### config.mk
export PLATFORM = sky130hd
export DESIGN_NAME = ibsm_monitor
export DESIGN_NICKNAME = d
export VERILOG_FILES = /design/src/ibsm_monitor.v
export VERILOG_INCLUDE_DIRS = /design/src
export SDC_FILE = /design/constraint.sdc
export NUM_CORES = 1
export LEC_CHECK = 0
export BUFFER_PORTS_ARGS = -buffer_cell sky130_fd_sc_hd__buf_2
export CORE_ASPECT_RATIO = 0.6
export CORE_MARGIN = 8
export CORE_UTILIZATION = 45
export CTS_CLUSTER_SIZE = 8
export DETAILED_ROUTE_END_ITERATION = 8
export PLACE_DENSITY = 0.75
export SYNTH_ARGS = -nofsm -noshare
export SYNTH_HDL_FRONTEND = slang
export SYNTH_SLANG_ARGS = --single-unit
### constraint.sdc
create_clock -name i_clk -period 3.7 [get_ports i_clk]
set_input_delay 0 -clock i_clk [delete_from_list [all_inputs] [get_ports i_clk]]
set_output_delay 0 -clock i_clk [all_outputs]
set_load 0.05 [all_outputs]
### src/ibsm_regs.vh
// register offsets, field positions and widths of the request status monitor
`ifndef IBSM_REGS_VH
`define IBSM_REGS_VH

`define IBSM_OFF_VEC49      12'h000
`define IBSM_OFF_VEC50      12'h004
`define IBSM_OFF_VEC51      12'h008
`define IBSM_OFF_VEC52      12'h00C
`define IBSM_OFF_VEC53      12'h010
`define IBSM_OFF_VEC54      12'h014
`define IBSM_OFF_VEC57      12'h018
`define IBSM_OFF_VEC62      12'h01C
`define IBSM_OFF_VEC63      12'h020
`define IBSM_OFF_STEER      12'h024

`define IBSM_W_VEC49        3
`define IBSM_W_USB_EP       5
`define IBSM_W_USB_STAT     6
`define IBSM_W_DMA          8
`define IBSM_W_QUAD         6
`define IBSM_W_TIMER        16
`define IBSM_W_STEER        26

`define IBSM_BIT_REMOTE0    5
`define IBSM_BIT_REMOTE1    6
`define IBSM_BIT_FLASH      11

`define IBSM_STEER_USB0_LSB 0
`define IBSM_STEER_USB1_LSB 5
`define IBSM_STEER_TMR_LSB  10

`define IBSM_RESP_OKAY      2'h0
`define IBSM_RESP_SLVERR    2'h2
`define IBSM_RST_WORD       32'h00000000

`endif

### src/ibsm_monitor.v
// batch request status monitor with an axi4-lite register slave
// Contract
// [RULE_01] vector49: bit2 mac one power mgmt, bit1 bus dma, bit0 can one.
// [RULE_02] one status word per vector gathers all its requests.
// [RULE_03] vector50 bits4:0 show usb zero endpoint 5..1 data requests.
// [RULE_04] a request steered to dma reads as zero.
// [RULE_05] vector51 bits5:0 carry usb zero status groups and endpoint zero.
// [RULE_06] vector52 bit5 shows remote receiver zero request.
// [RULE_07] vector52 bits4:0 show usb one endpoint 5..1 data requests.
// [RULE_08] vector53 bit6 shows remote receiver one request.
// [RULE_09] vector53 bits5:0 carry usb one status in usb zero order.
// [RULE_10] vector54 bits7:0 show dma channel 7..0 completion.
// [RULE_11] vector57 bits5:0 show quadrature counter one requests.
// [RULE_12] vector62 bits15:0: timers 15..8, odd second, even first request.
// [RULE_13] pwm mode: first underflow or duty match, second start trigger.
// [RULE_14] pulse or reload mode: first underflow, second start trigger.
// [RULE_15] capture mode: first overflow, second measurement end.
// [RULE_16] vector63 bit11 shows flash ready or stall request.
// [RULE_17] unassigned upper bits read zero.
// [RULE_18] bits follow source levels unlatched; writes to status words ignored.
// [RULE_19] handlers must clear requests at the source before returning.
//
// The implementer's own choices: the address map and the AXI4-Lite interface to the registers.
`include "ibsm_regs.vh"

module ibsm_monitor #(
  parameter ADDR_W = 12
) (
  input  wire                    i_clk,
  input  wire                    i_rst_n,
  input  wire [2:0]              i_vec49_req,
  input  wire [4:0]              i_usb_zero_ep_req,
  input  wire [5:0]              i_usb_zero_req_group,
  input  wire                    i_remote_rx_zero_req,
  input  wire [4:0]              i_usb_one_ep_req,
  input  wire [5:0]              i_usb_one_req_group,
  input  wire                    i_remote_rx_one_req,
  input  wire [7:0]              i_dma_channel_req_group,
  input  wire [5:0]              i_quad_counter_one_req_group,
  input  wire [15:0]             i_base_timer_req_group,
  input  wire                    i_flash_ready_flash_stall_req,
  input  wire [ADDR_W-1:0]       i_s_axi_awaddr,
  input  wire                    i_s_axi_awvalid,
  output wire                    o_s_axi_awready,
  input  wire [31:0]             i_s_axi_wdata,
  input  wire [3:0]              i_s_axi_wstrb,
  input  wire                    i_s_axi_wvalid,
  output wire                    o_s_axi_wready,
  output reg  [1:0]              o_s_axi_bresp,
  output reg                     o_s_axi_bvalid,
  input  wire                    i_s_axi_bready,
  input  wire [ADDR_W-1:0]       i_s_axi_araddr,
  input  wire                    i_s_axi_arvalid,
  output wire                    o_s_axi_arready,
  output reg  [31:0]             o_s_axi_rdata,
  output reg  [1:0]              o_s_axi_rresp,
  output reg                     o_s_axi_rvalid,
  input  wire                    i_s_axi_rready
);

  // request lines come from other clock domains: two flip-flops each.
  // every group is a level, so a bit that crosses a cycle after its
  // neighbours only shows a cycle late; nothing here is held
  reg  [2:0]  m_vec49;
  reg  [2:0]  s_vec49;
  reg  [4:0]  m_usb0_ep;
  reg  [4:0]  s_usb0_ep;
  reg  [5:0]  m_usb0_st;
  reg  [5:0]  s_usb0_st;
  reg         m_rem0;
  reg         s_rem0;
  reg  [4:0]  m_usb1_ep;
  reg  [4:0]  s_usb1_ep;
  reg  [5:0]  m_usb1_st;
  reg  [5:0]  s_usb1_st;
  reg         m_rem1;
  reg         s_rem1;
  reg  [7:0]  m_dma;
  reg  [7:0]  s_dma;
  reg  [5:0]  m_quad;
  reg  [5:0]  s_quad;
  reg  [15:0] m_timer;
  reg  [15:0] s_timer;
  reg         m_flash;
  reg         s_flash;

  // [RULE_18] level follow, unlatched
  always @(posedge i_clk or negedge i_rst_n) begin
    if (!i_rst_n) begin
      m_vec49 <= 3'h0;
      s_vec49 <= 3'h0;
    end else begin
      m_vec49 <= i_vec49_req;
      s_vec49 <= m_vec49;
    end
  end

  always @(posedge i_clk or negedge i_rst_n) begin
    if (!i_rst_n) begin
      m_usb0_ep <= 5'h00;
      s_usb0_ep <= 5'h00;
    end else begin
      m_usb0_ep <= i_usb_zero_ep_req;
      s_usb0_ep <= m_usb0_ep;
    end
  end

  always @(posedge i_clk or negedge i_rst_n) begin
    if (!i_rst_n) begin
      m_usb0_st <= 6'h00;
      s_usb0_st <= 6'h00;
    end else begin
      m_usb0_st <= i_usb_zero_req_group;
      s_usb0_st <= m_usb0_st;
    end
  end

  always @(posedge i_clk or negedge i_rst_n) begin
    if (!i_rst_n) begin
      m_rem0 <= 1'h0;
      s_rem0 <= 1'h0;
    end else begin
      m_rem0 <= i_remote_rx_zero_req;
      s_rem0 <= m_rem0;
    end
  end

  always @(posedge i_clk or negedge i_rst_n) begin
    if (!i_rst_n) begin
      m_usb1_ep <= 5'h00;
      s_usb1_ep <= 5'h00;
    end else begin
      m_usb1_ep <= i_usb_one_ep_req;
      s_usb1_ep <= m_usb1_ep;
    end
  end

  always @(posedge i_clk or negedge i_rst_n) begin
    if (!i_rst_n) begin
      m_usb1_st <= 6'h00;
      s_usb1_st <= 6'h00;
    end else begin
      m_usb1_st <= i_usb_one_req_group;
      s_usb1_st <= m_usb1_st;
    end
  end

  always @(posedge i_clk or negedge i_rst_n) begin
    if (!i_rst_n) begin
      m_rem1 <= 1'h0;
      s_rem1 <= 1'h0;
    end else begin
      m_rem1 <= i_remote_rx_one_req;
      s_rem1 <= m_rem1;
    end
  end

  always @(posedge i_clk or negedge i_rst_n) begin
    if (!i_rst_n) begin
      m_dma <= 8'h00;
      s_dma <= 8'h00;
    end else begin
      m_dma <= i_dma_channel_req_group;
      s_dma <= m_dma;
    end
  end

  always @(posedge i_clk or negedge i_rst_n) begin
    if (!i_rst_n) begin
      m_quad <= 6'h00;
      s_quad <= 6'h00;
    end else begin
      m_quad <= i_quad_counter_one_req_group;
      s_quad <= m_quad;
    end
  end

  // [2k+1] second and [2k] first request of timer channel 8+k
  always @(posedge i_clk or negedge i_rst_n) begin
    if (!i_rst_n) begin
      m_timer <= 16'h0000;
      s_timer <= 16'h0000;
    end else begin
      m_timer <= i_base_timer_req_group;
      s_timer <= m_timer;
    end
  end

  always @(posedge i_clk or negedge i_rst_n) begin
    if (!i_rst_n) begin
      m_flash <= 1'h0;
      s_flash <= 1'h0;
    end else begin
      m_flash <= i_flash_ready_flash_stall_req;
      s_flash <= m_flash;
    end
  end

  // dma steer select: usb0 ep 4:0, usb1 ep 9:5, timer channel 8..15 at 17:10
  // (one bit per timer channel masks both of its requests)
  reg [`IBSM_W_STEER-1:0] dma_request_steer_select;
  wire [4:0] steer_usb0 = dma_request_steer_select[`IBSM_STEER_USB0_LSB +: 5];
  wire [4:0] steer_usb1 = dma_request_steer_select[`IBSM_STEER_USB1_LSB +: 5];
  wire [7:0] steer_tmr  = dma_request_steer_select[`IBSM_STEER_TMR_LSB +: 8];

  function [15:0] pair_mask;
    input [7:0] ch;
    integer k;
    begin
      pair_mask = 16'h0000;
      for (k = 0; k < 8; k = k + 1) begin
        pair_mask[2*k]   = ch[k];
        pair_mask[2*k+1] = ch[k];
      end
    end
  endfunction

  // status words; the timer's mode decides what first/second mean
  // [RULE_13] [RULE_14] [RULE_15] are the source timer's own encoding
  // [RULE_02] one word per vector
  // [RULE_01] vector49 mapping
  wire [31:0] w_vec49 = {29'h0, s_vec49};
  // [RULE_03] usb zero endpoints
  // [RULE_04] steered bits forced zero
  wire [31:0] w_vec50 = {27'h0, s_usb0_ep & ~steer_usb0};
  // [RULE_05] usb zero status groups
  wire [31:0] w_vec51 = {26'h0, s_usb0_st};
  // [RULE_06] remote zero at bit5
  // [RULE_07] usb one endpoints
  wire [31:0] w_vec52 = {26'h0, s_rem0, s_usb1_ep & ~steer_usb1};
  // [RULE_08] remote one at bit6
  // [RULE_09] usb one status
  wire [31:0] w_vec53 = {25'h0, s_rem1, s_usb1_st};
  // [RULE_10] dma channels
  wire [31:0] w_vec54 = {24'h0, s_dma};
  // [RULE_11] quadrature counter
  wire [31:0] w_vec57 = {26'h0, s_quad};
  // [RULE_12] timer pairs
  wire [31:0] w_vec62 = {16'h0, s_timer & ~pair_mask(steer_tmr)};
  // [RULE_16] flash at bit11
  // [RULE_17] upper bits zero
  wire [31:0] w_vec63 = {20'h0, s_flash, 11'h0};

  // ---------------- axi4-lite write path ----------------
  reg              aw_held;
  reg              w_held;
  reg [ADDR_W-1:0] aw_addr;
  reg [31:0]       w_data;
  reg [3:0]        w_strb;

  assign o_s_axi_awready = !aw_held && !o_s_axi_bvalid;
  assign o_s_axi_wready  = !w_held && !o_s_axi_bvalid;

  wire aw_take = i_s_axi_awvalid && o_s_axi_awready;
  wire w_take  = i_s_axi_wvalid && o_s_axi_wready;
  wire aw_ok   = aw_held || aw_take;
  wire w_ok    = w_held || w_take;
  wire [ADDR_W-1:0] wr_addr = aw_held ? aw_addr : i_s_axi_awaddr;
  wire [31:0]       wr_data = w_held ? w_data : i_s_axi_wdata;
  wire [3:0]        wr_strb = w_held ? w_strb : i_s_axi_wstrb;
  wire              wr_go   = aw_ok && w_ok && !o_s_axi_bvalid;

  function is_status;
    input [ADDR_W-1:0] a;
    begin
      if (a == `IBSM_OFF_VEC49 || a == `IBSM_OFF_VEC50 ||
          a == `IBSM_OFF_VEC51 || a == `IBSM_OFF_VEC52 ||
          a == `IBSM_OFF_VEC53 || a == `IBSM_OFF_VEC54 ||
          a == `IBSM_OFF_VEC57 || a == `IBSM_OFF_VEC62 ||
          a == `IBSM_OFF_VEC63)
        is_status = 1'b1;
      else
        is_status = 1'b0;
    end
  endfunction

  always @(posedge i_clk or negedge i_rst_n) begin
    if (!i_rst_n) begin
      aw_held                  <= 1'b0;
      w_held                   <= 1'b0;
      aw_addr                  <= {ADDR_W{1'b0}};
      w_data                   <= `IBSM_RST_WORD;
      w_strb                   <= 4'h0;
      o_s_axi_bvalid           <= 1'b0;
      o_s_axi_bresp            <= `IBSM_RESP_OKAY;
    end else begin
      if (o_s_axi_bvalid && i_s_axi_bready)
        o_s_axi_bvalid <= 1'b0;
      if (wr_go) begin
        aw_held        <= 1'b0;
        w_held         <= 1'b0;
        o_s_axi_bvalid <= 1'b1;
        if (wr_addr == `IBSM_OFF_STEER) begin
          o_s_axi_bresp <= `IBSM_RESP_OKAY;
        end else if (is_status(wr_addr)) begin
          // [RULE_18] status words ignore writes
          o_s_axi_bresp <= `IBSM_RESP_OKAY;
        end else begin
          o_s_axi_bresp <= `IBSM_RESP_SLVERR;
        end
      end else begin
        if (aw_take) begin
          aw_held <= 1'b1;
          aw_addr <= i_s_axi_awaddr;
        end
        if (w_take) begin
          w_held <= 1'b1;
          w_data <= i_s_axi_wdata;
          w_strb <= i_s_axi_wstrb;
        end
      end
    end
  end

  // steer select: the write strobe picks byte lanes; bits above the
  // documented groups are kept for software but mask nothing
  wire steer_we = wr_go && (wr_addr == `IBSM_OFF_STEER);

  integer b;
  always @(posedge i_clk or negedge i_rst_n) begin
    if (!i_rst_n) begin
      dma_request_steer_select <= {`IBSM_W_STEER{1'h0}};
    end else if (steer_we) begin
      for (b = 0; b < `IBSM_W_STEER; b = b + 1)
        if (wr_strb[b/8])
          dma_request_steer_select[b] <= wr_data[b];
    end
  end

  // ---------------- axi4-lite read path ----------------
  assign o_s_axi_arready = !o_s_axi_rvalid;

  reg [31:0] rd_word;
  reg [1:0]  rd_resp;
  always @* begin
    rd_resp = `IBSM_RESP_OKAY;
    rd_word = `IBSM_RST_WORD;
    if (i_s_axi_araddr == `IBSM_OFF_VEC49)
      rd_word = w_vec49;
    else if (i_s_axi_araddr == `IBSM_OFF_VEC50)
      rd_word = w_vec50;
    else if (i_s_axi_araddr == `IBSM_OFF_VEC51)
      rd_word = w_vec51;
    else if (i_s_axi_araddr == `IBSM_OFF_VEC52)
      rd_word = w_vec52;
    else if (i_s_axi_araddr == `IBSM_OFF_VEC53)
      rd_word = w_vec53;
    else if (i_s_axi_araddr == `IBSM_OFF_VEC54)
      rd_word = w_vec54;
    else if (i_s_axi_araddr == `IBSM_OFF_VEC57)
      rd_word = w_vec57;
    else if (i_s_axi_araddr == `IBSM_OFF_VEC62)
      rd_word = w_vec62;
    else if (i_s_axi_araddr == `IBSM_OFF_VEC63)
      rd_word = w_vec63;
    else if (i_s_axi_araddr == `IBSM_OFF_STEER)
      rd_word = {{(32-`IBSM_W_STEER){1'b0}}, dma_request_steer_select};
    else
      rd_resp = `IBSM_RESP_SLVERR;
  end

  always @(posedge i_clk or negedge i_rst_n) begin
    if (!i_rst_n) begin
      o_s_axi_rvalid <= 1'b0;
      o_s_axi_rdata  <= `IBSM_RST_WORD;
      o_s_axi_rresp  <= `IBSM_RESP_OKAY;
    end else if (i_s_axi_arvalid && o_s_axi_arready) begin
      o_s_axi_rvalid <= 1'b1;
      o_s_axi_rdata  <= rd_word;
      o_s_axi_rresp  <= rd_resp;
    end else if (o_s_axi_rvalid && i_s_axi_rready) begin
      o_s_axi_rvalid <= 1'b0;
    end
  end

endmodule // ibsm_monitor

# ---- Word-level counts from Yosys, hierarchy flattened
# Cells that the tools add are included.
dict set report totals {
  reg_bits 224
  output_inout_bits 41
  in_bits 125
  wordCells 133
}
dict set report op_classes {
  n_reduce_logical 36
  n_eq_ne 18
  n_bitwise 7
  n_mux 36
}
# cell count
set ops {}
lappend ops {{26-bit two-way mux} 11}
lappend ops {{12-bit by 5-bit equality test with 1-bit output, second input constant} 8}
lappend ops {{12-bit by 4-bit equality test with 1-bit output, second input constant} 4}
lappend ops {{12-bit by 6-bit equality test with 1-bit output, second input constant} 4}
lappend ops {{12-bit by 3-bit equality test with 1-bit output, second input constant} 2}
lappend ops {{12-bit zero test} 2}
lappend ops {{2-bit two-way mux} 12}
lappend ops {{16-bit AND} 1}
lappend ops {{16-bit inverter} 1}
lappend ops {{12-bit two-way mux} 1}
lappend ops {{2-bit AND reduction} 6}
lappend ops {{1-bit two-way mux} 11}
lappend ops {{5-bit AND} 2}
lappend ops {{1-bit logical AND} 10}
lappend ops {{1-bit logical OR} 10}
lappend ops {{5-bit inverter} 2}
lappend ops {{2-bit nonzero test} 4}
lappend ops {{1-bit zero test} 4}
lappend ops {{4-bit two-way mux} 1}
lappend ops {{1-bit inverter} 1}

# ---- Longest topological paths before layout
dict set report logic_depth {
  depth_word 15
  mapped_depth 7
  depth_no_buf 5
}

# ---- Least setup slack after synthesis
# No wires, ideal clock.
dict set report synth_timing {
  kind {register to register}
  from {register o_s_axi_bvalid}
  to {register dma_request_steer_select[18]}
  t_required_ns 3.575
  stages_incl_launch_ff 6
  path_slack_ns 1.575
  t_arrival_ns 2.000
  setup_time_ns 0.125
  synth_period_minus_slack_ns 2.125
  path_buffers 1
  cell_sequence {dfrtp_1 -> clkbuf_1 -> nor3_2 -> o2111ai_4 -> nor2_8 -> mux2_4}
}
dict set report synth_via {
  elab_chain_cells 8
  word_cells_on_any_way 11
  classes_between {reduce/logical (11)}
}
# item line
set synth_lines {}
lappend synth_lines {{start, declared} ibsm_monitor.v:50} ;# output reg o_s_axi_bvalid,
lappend synth_lines {{start signal, assigned} ibsm_monitor.v:284} ;# o_s_axi_bvalid <= 1'b0;
lappend synth_lines {{start signal, assigned} ibsm_monitor.v:288} ;# o_s_axi_bvalid <= 1'b0;
lappend synth_lines {{start signal, assigned} ibsm_monitor.v:292} ;# o_s_axi_bvalid <= 1'b1;
lappend synth_lines {{1-bit zero test *} {ibsm_monitor.v:251, ibsm_monitor.v:252, ibsm_monitor.v:261}}
lappend synth_lines {{1-bit logical AND, on equally long branches} {ibsm_monitor.v:251, ibsm_monitor.v:252}}
lappend synth_lines {{1-bit logical AND, on equally long branches} {ibsm_monitor.v:254, ibsm_monitor.v:255}}
lappend synth_lines {{1-bit logical OR, on equally long branches} {ibsm_monitor.v:256, ibsm_monitor.v:257}}
lappend synth_lines {{1-bit logical AND} ibsm_monitor.v:261} ;# wire wr_go = aw_ok && w_ok && !o_s_axi_bvalid;
lappend synth_lines {{1-bit logical AND *} ibsm_monitor.v:261}
lappend synth_lines {{1-bit logical AND *} ibsm_monitor.v:317} ;# wire steer_we = wr_go && (wr_addr == `IBSM_OFF_STEER);
lappend synth_lines {{2-bit AND reduction (no line) *} n/a}
lappend synth_lines {{end signal, assigned} ibsm_monitor.v:322} ;# dma_request_steer_select <= {`IBSM_W_STEER{1'h0}};
lappend synth_lines {{end signal, assigned by index} ibsm_monitor.v:326} ;# dma_request_steer_select[b] <= wr_data[b];
lappend synth_lines {{end, declared} ibsm_monitor.v:201} ;# reg [`IBSM_W_STEER-1:0] dma_request_steer_select;
# Mark *: on every way between the ends. The rest lies on a longest branch, timed or not.
# A chain may end at the register's enable or synchronous reset.

# ---- Worst setup path in the final report
dict set report layout_timing {
  from {input i_s_axi_araddr[5]}
  to {register o_s_axi_rdata[2]}
}
dict set report layout_via {
  elab_chain_cells 11
  word_cells_on_any_way 20
  classes_between {eq/ne (9); mux (10); reduce/logical (1)}
}
# item line
set layout_lines {}
lappend layout_lines {{start, declared} ibsm_monitor.v:52} ;# input wire [ADDR_W-1:0] i_s_axi_araddr,
lappend layout_lines {{12-bit by 6-bit equality test with 1-bit output (no line)} n/a}
lappend layout_lines {{26-bit two-way mux} ibsm_monitor.v:356} ;# else if (i_s_axi_araddr == `IBSM_OFF_STEER)
lappend layout_lines {{26-bit two-way mux} ibsm_monitor.v:354} ;# else if (i_s_axi_araddr == `IBSM_OFF_VEC63)
lappend layout_lines {{26-bit two-way mux} ibsm_monitor.v:352} ;# else if (i_s_axi_araddr == `IBSM_OFF_VEC62)
lappend layout_lines {{26-bit two-way mux} ibsm_monitor.v:350} ;# else if (i_s_axi_araddr == `IBSM_OFF_VEC57)
lappend layout_lines {{26-bit two-way mux} ibsm_monitor.v:348} ;# else if (i_s_axi_araddr == `IBSM_OFF_VEC54)
lappend layout_lines {{26-bit two-way mux} ibsm_monitor.v:346} ;# else if (i_s_axi_araddr == `IBSM_OFF_VEC53)
lappend layout_lines {{26-bit two-way mux} ibsm_monitor.v:344} ;# else if (i_s_axi_araddr == `IBSM_OFF_VEC52)
lappend layout_lines {{26-bit two-way mux} ibsm_monitor.v:342} ;# else if (i_s_axi_araddr == `IBSM_OFF_VEC51)
lappend layout_lines {{26-bit two-way mux} ibsm_monitor.v:340} ;# else if (i_s_axi_araddr == `IBSM_OFF_VEC50)
lappend layout_lines {{26-bit two-way mux *} ibsm_monitor.v:338} ;# if (i_s_axi_araddr == `IBSM_OFF_VEC49)
lappend layout_lines {{end signal, assigned} ibsm_monitor.v:365} ;# o_s_axi_rdata <= `IBSM_RST_WORD;
lappend layout_lines {{end signal, assigned} ibsm_monitor.v:369} ;# o_s_axi_rdata <= rd_word;
lappend layout_lines {{end, declared} ibsm_monitor.v:55} ;# output reg [31:0] o_s_axi_rdata,
# Marked as above.

==> flow_metrics.tcl <==
set metrics [dict create \
    status "completed" \
    start_util_pct 45.6 \
    cp.arrival_ps 2750 \
    drt_iter0_drc 563 \
    wl_per_cell_um 19.9 \
    tritoncts "built" \
    leakage_nw 5.11 \
    mostFrequentLayoutCell "dfrtp_1" \
    finClkSkew_ps 26.7 \
    clk_latency_ps 550 \
    drt_pre_antenna_iters 5 \
    combPwrFrac_pct 17.0 \
    synthTopCellsByArea "dfrtp_1 (66%), mux2_2 (11%), a22o_1 (2.0%)" \
    rows 38 \
    end_kind "flip-flop" \
    synth_top_cell_by_area "dfrtp_1" \
    timing.hold.ws_ps 30.2 \
    grt_max_degree 118 \
    internal-power_w 0.00464 \
    synth_edf_count 0 \
    cts.sinks 216 \
    postRouteAntennaNets 0 \
    crit_chain "dlygate4sd3_1, buf_2, nor4_1, nand3_1, a2111oi_0, o21ai_0, o31a_1" \
    netlist_area_um2 8180 \
    fin_crit_sh_pct 63.2 \
    ys_async_sr_fraction_pct 100 \
    worst_pin_slew_ps 863 \
    synth_area_per_cell_um2 14.3 \
    cts_made_buffers 30 \
    wl_mm 21.6 \
    peakVddDrop_v 0.000348 \
    drv_cap 0 \
    cts_resized 0 \
    grt_pass1_vias 6189 \
    hold_buffers 111 \
    layout_common_cells "dfrtp_1 (216), buf_2 (150), dlygate4sd3_1 (110), mux2_2 (82), clkbuf_16 (30)" \
    area_growth_pct 35.3 \
    setup-violations-final 0 \
    dp_hpwl_mm 14.1 \
    yosysWarnings 0 \
    final_nets 972 \
    die_w_um 190 \
    crit_fanout 15 \
    grt_antenna_before_repair 1 \
    crit_required_ps 4110 \
    drc_errors 0 \
    cp_top_family "simple AND/OR/NAND/NOR gates" \
    hold_start "i_s_axi_araddr[1]" \
    relSlewSlack_pct 42.3 \
    num_vias 5729 \
    ys_types 60 \
    p_seq_share_pct 45.8 \
    power_frac_clock_pct 37.2 \
    fp.dieH_um 120 \
    drive_gt1_share_pct 33.9 \
    vias_per_cell 5.27 \
    crit_type "input port to flip-flop" \
    reg2reg_from "aw_held" \
    power.total_w 0.00630 \
    worst_setup_path_start_kind "input port" \
    p_per_area_nw_per_um2 569 \
    worst_setup_hold_path_clk_slew_ps 50 \
    io_buffers 151 \
    drv_slew 0 \
    die_area_um2 22900 \
    syn-instance-count 573 \
    min_path_type "input port to flip-flop" \
    worst_slack_ps 1360 \
    synth_top_area_share_pct 66.1 \
    p_sw_share_pct 26.4 \
    synthFlopType "dfrtp_1" \
    htree_levels 1 \
    rsz0062_at_grt "false" \
    grt_usage_pct 19.2 \
    final_hold_viol_count 0 \
    layout.core_utilization_pct 61.8 \
    crit_start "i_s_axi_araddr[5]" \
    grt_pass1_wl_mm 35.0 \
    synth.ff_latch_count 216 \
    post_cts_buffers 0 \
    clockBufferDepth 3 \
    fmax_mhz 428 \
    cts_root_buf "clkbuf_16" \
    fp.coreArea_um2 17900 \
    post-place-ws_ps 1470 \
    tns_ps 0 \
    gp_congestion 0.906 \
    cpMaxStageDelayCell "nor4_1" \
    period_needed_ps 2340 \
    path_buf_inv 2 \
    switchingPower_w 0.00166 \
    ios 166 \
    cpPeakStageDelay_ps 730 \
    ys_seq_area_share_pct 66.1 \
    gr-total-overflow 0 \
]
-- logic make-up (layout without fill, tap and decap cells) --
logic type / count (synthesis) / count (layout) / share of synthesized area, %
AND/OR/NAND/NOR: 102 / 102 / 7.51
flip-flops: 216 / 216 / 66.1
other: 1 / 9 / 0.0458
buffers and inverters: 43 / 309 / 2.40
AO/OA/AOI/OAI: 109 / 109 / 9.87
multiplexers: 102 / 102 / 14.1
-- stage by stage --
step	instance area (um2)	cells
4_1_cts	11100	1086
5_1_grt	11100	1087
6_report	11100	1087
2_1_floorplan	8210	580
3_5_place_dp	9170	944
3_3_place_gp	9170	944
-- registers in the layout (all words and copies together) (netlist names), 6 cells and up --
name and count:
s_quad 6, w_data 26, m_timer 16, dma_request_steer_select 26, s_timer 16, m_dma 8, aw_addr 12, m_quad 6
m_usb1_st 6, s_dma 8, o_s_axi_rdata 26, m_usb0_st 6, s_usb1_st 6, s_usb0_st 6
-- synth_stat cells (3+ instances only) --
cell       count
or4_1          3
mux2i_1       14
o31ai_1        3
inv_1         10
clkbuf_1      15
buf_2          3
a211oi_1       3
and3_1         3
a22o_1        19
mux2_2        82
nand2b_1       5
buf_4          8
nand3b_1       5
nor2_8         3
a32o_1         6
nor3_1         4
a2111oi_0      3
nor2_1        27
nand3_1        7
a21oi_1       16
a32oi_1        4
nand2_1       18
dfrtp_1      216
buf_1          5
nor2b_1        9
nor4_1         4
o21ai_0       22
o32ai_1        3
a21o_1         3
a221oi_1       4
a31oi_1        5
mux2_4         6
-- final cells by class --
class                      count  area (um2)
tap                          240         300
sequential                   216        5410
fill                        1329        6850
timing repair buffer         267        1940
clock buffer                  30         751
multi-input combinational    321        2610
antenna                        1        2.50
clock inverter                 1        30.0
inverter                      11        41.3
-- power groups by stage --
| stage | logic, W | registers [W] | clock network [W] |
|---|---|---|---|
| 6_report | 0.00107 | 0.00288 | 0.00235 |
| 3_3_place_gp | 0.000937 | 0.00289 | 0 |
| 2_1_floorplan | 0.000673 | 0.00289 | 0 |
| 5_1_grt | 0.00116 | 0.00292 | 0.00249 |
| 3_5_place_dp | 0.000960 | 0.00291 | 0 |
| 4_1_cts | 0.00107 | 0.00287 | 0.00238 |
-- worst min-delay path, delay by kind of cell --
kind | cells | cell delay [ps]
AOI/OAI and AO/OA | 2 | 230
and+or+nand+nor | 2 | 180
buffers and inverters | 1 | 110
-- path summary, 6_finish.rpt --
path / depth (start not counted) / endpoint / slack, ps
hold reg to reg: 0 / s_vec49[0] / 340
setup reg to reg: 4 / dma_request_steer_select[22] / 1460
max in group asynchronous: 4 / s_dma[2] / 2370
setup / recovery: 7 / o_s_axi_rdata[2] / 1360
min in group asynchronous: 4 / m_timer[13] / 530
hold / removal: 5 / o_s_axi_rdata[1] / 30
-- layer usage --
metal | GRT usage [%] | wire (um) | up-vias
met5 | 0 | 0 | -
met4 | 4.09 | 365 | 0
li1 | - | - | 2603
met1 | 28.3 | 10100 | 2844
met3 | 5.00 | 1740 | 37
met2 | 28.1 | 9410 | 245
Power figures use the tool's default switching activity.
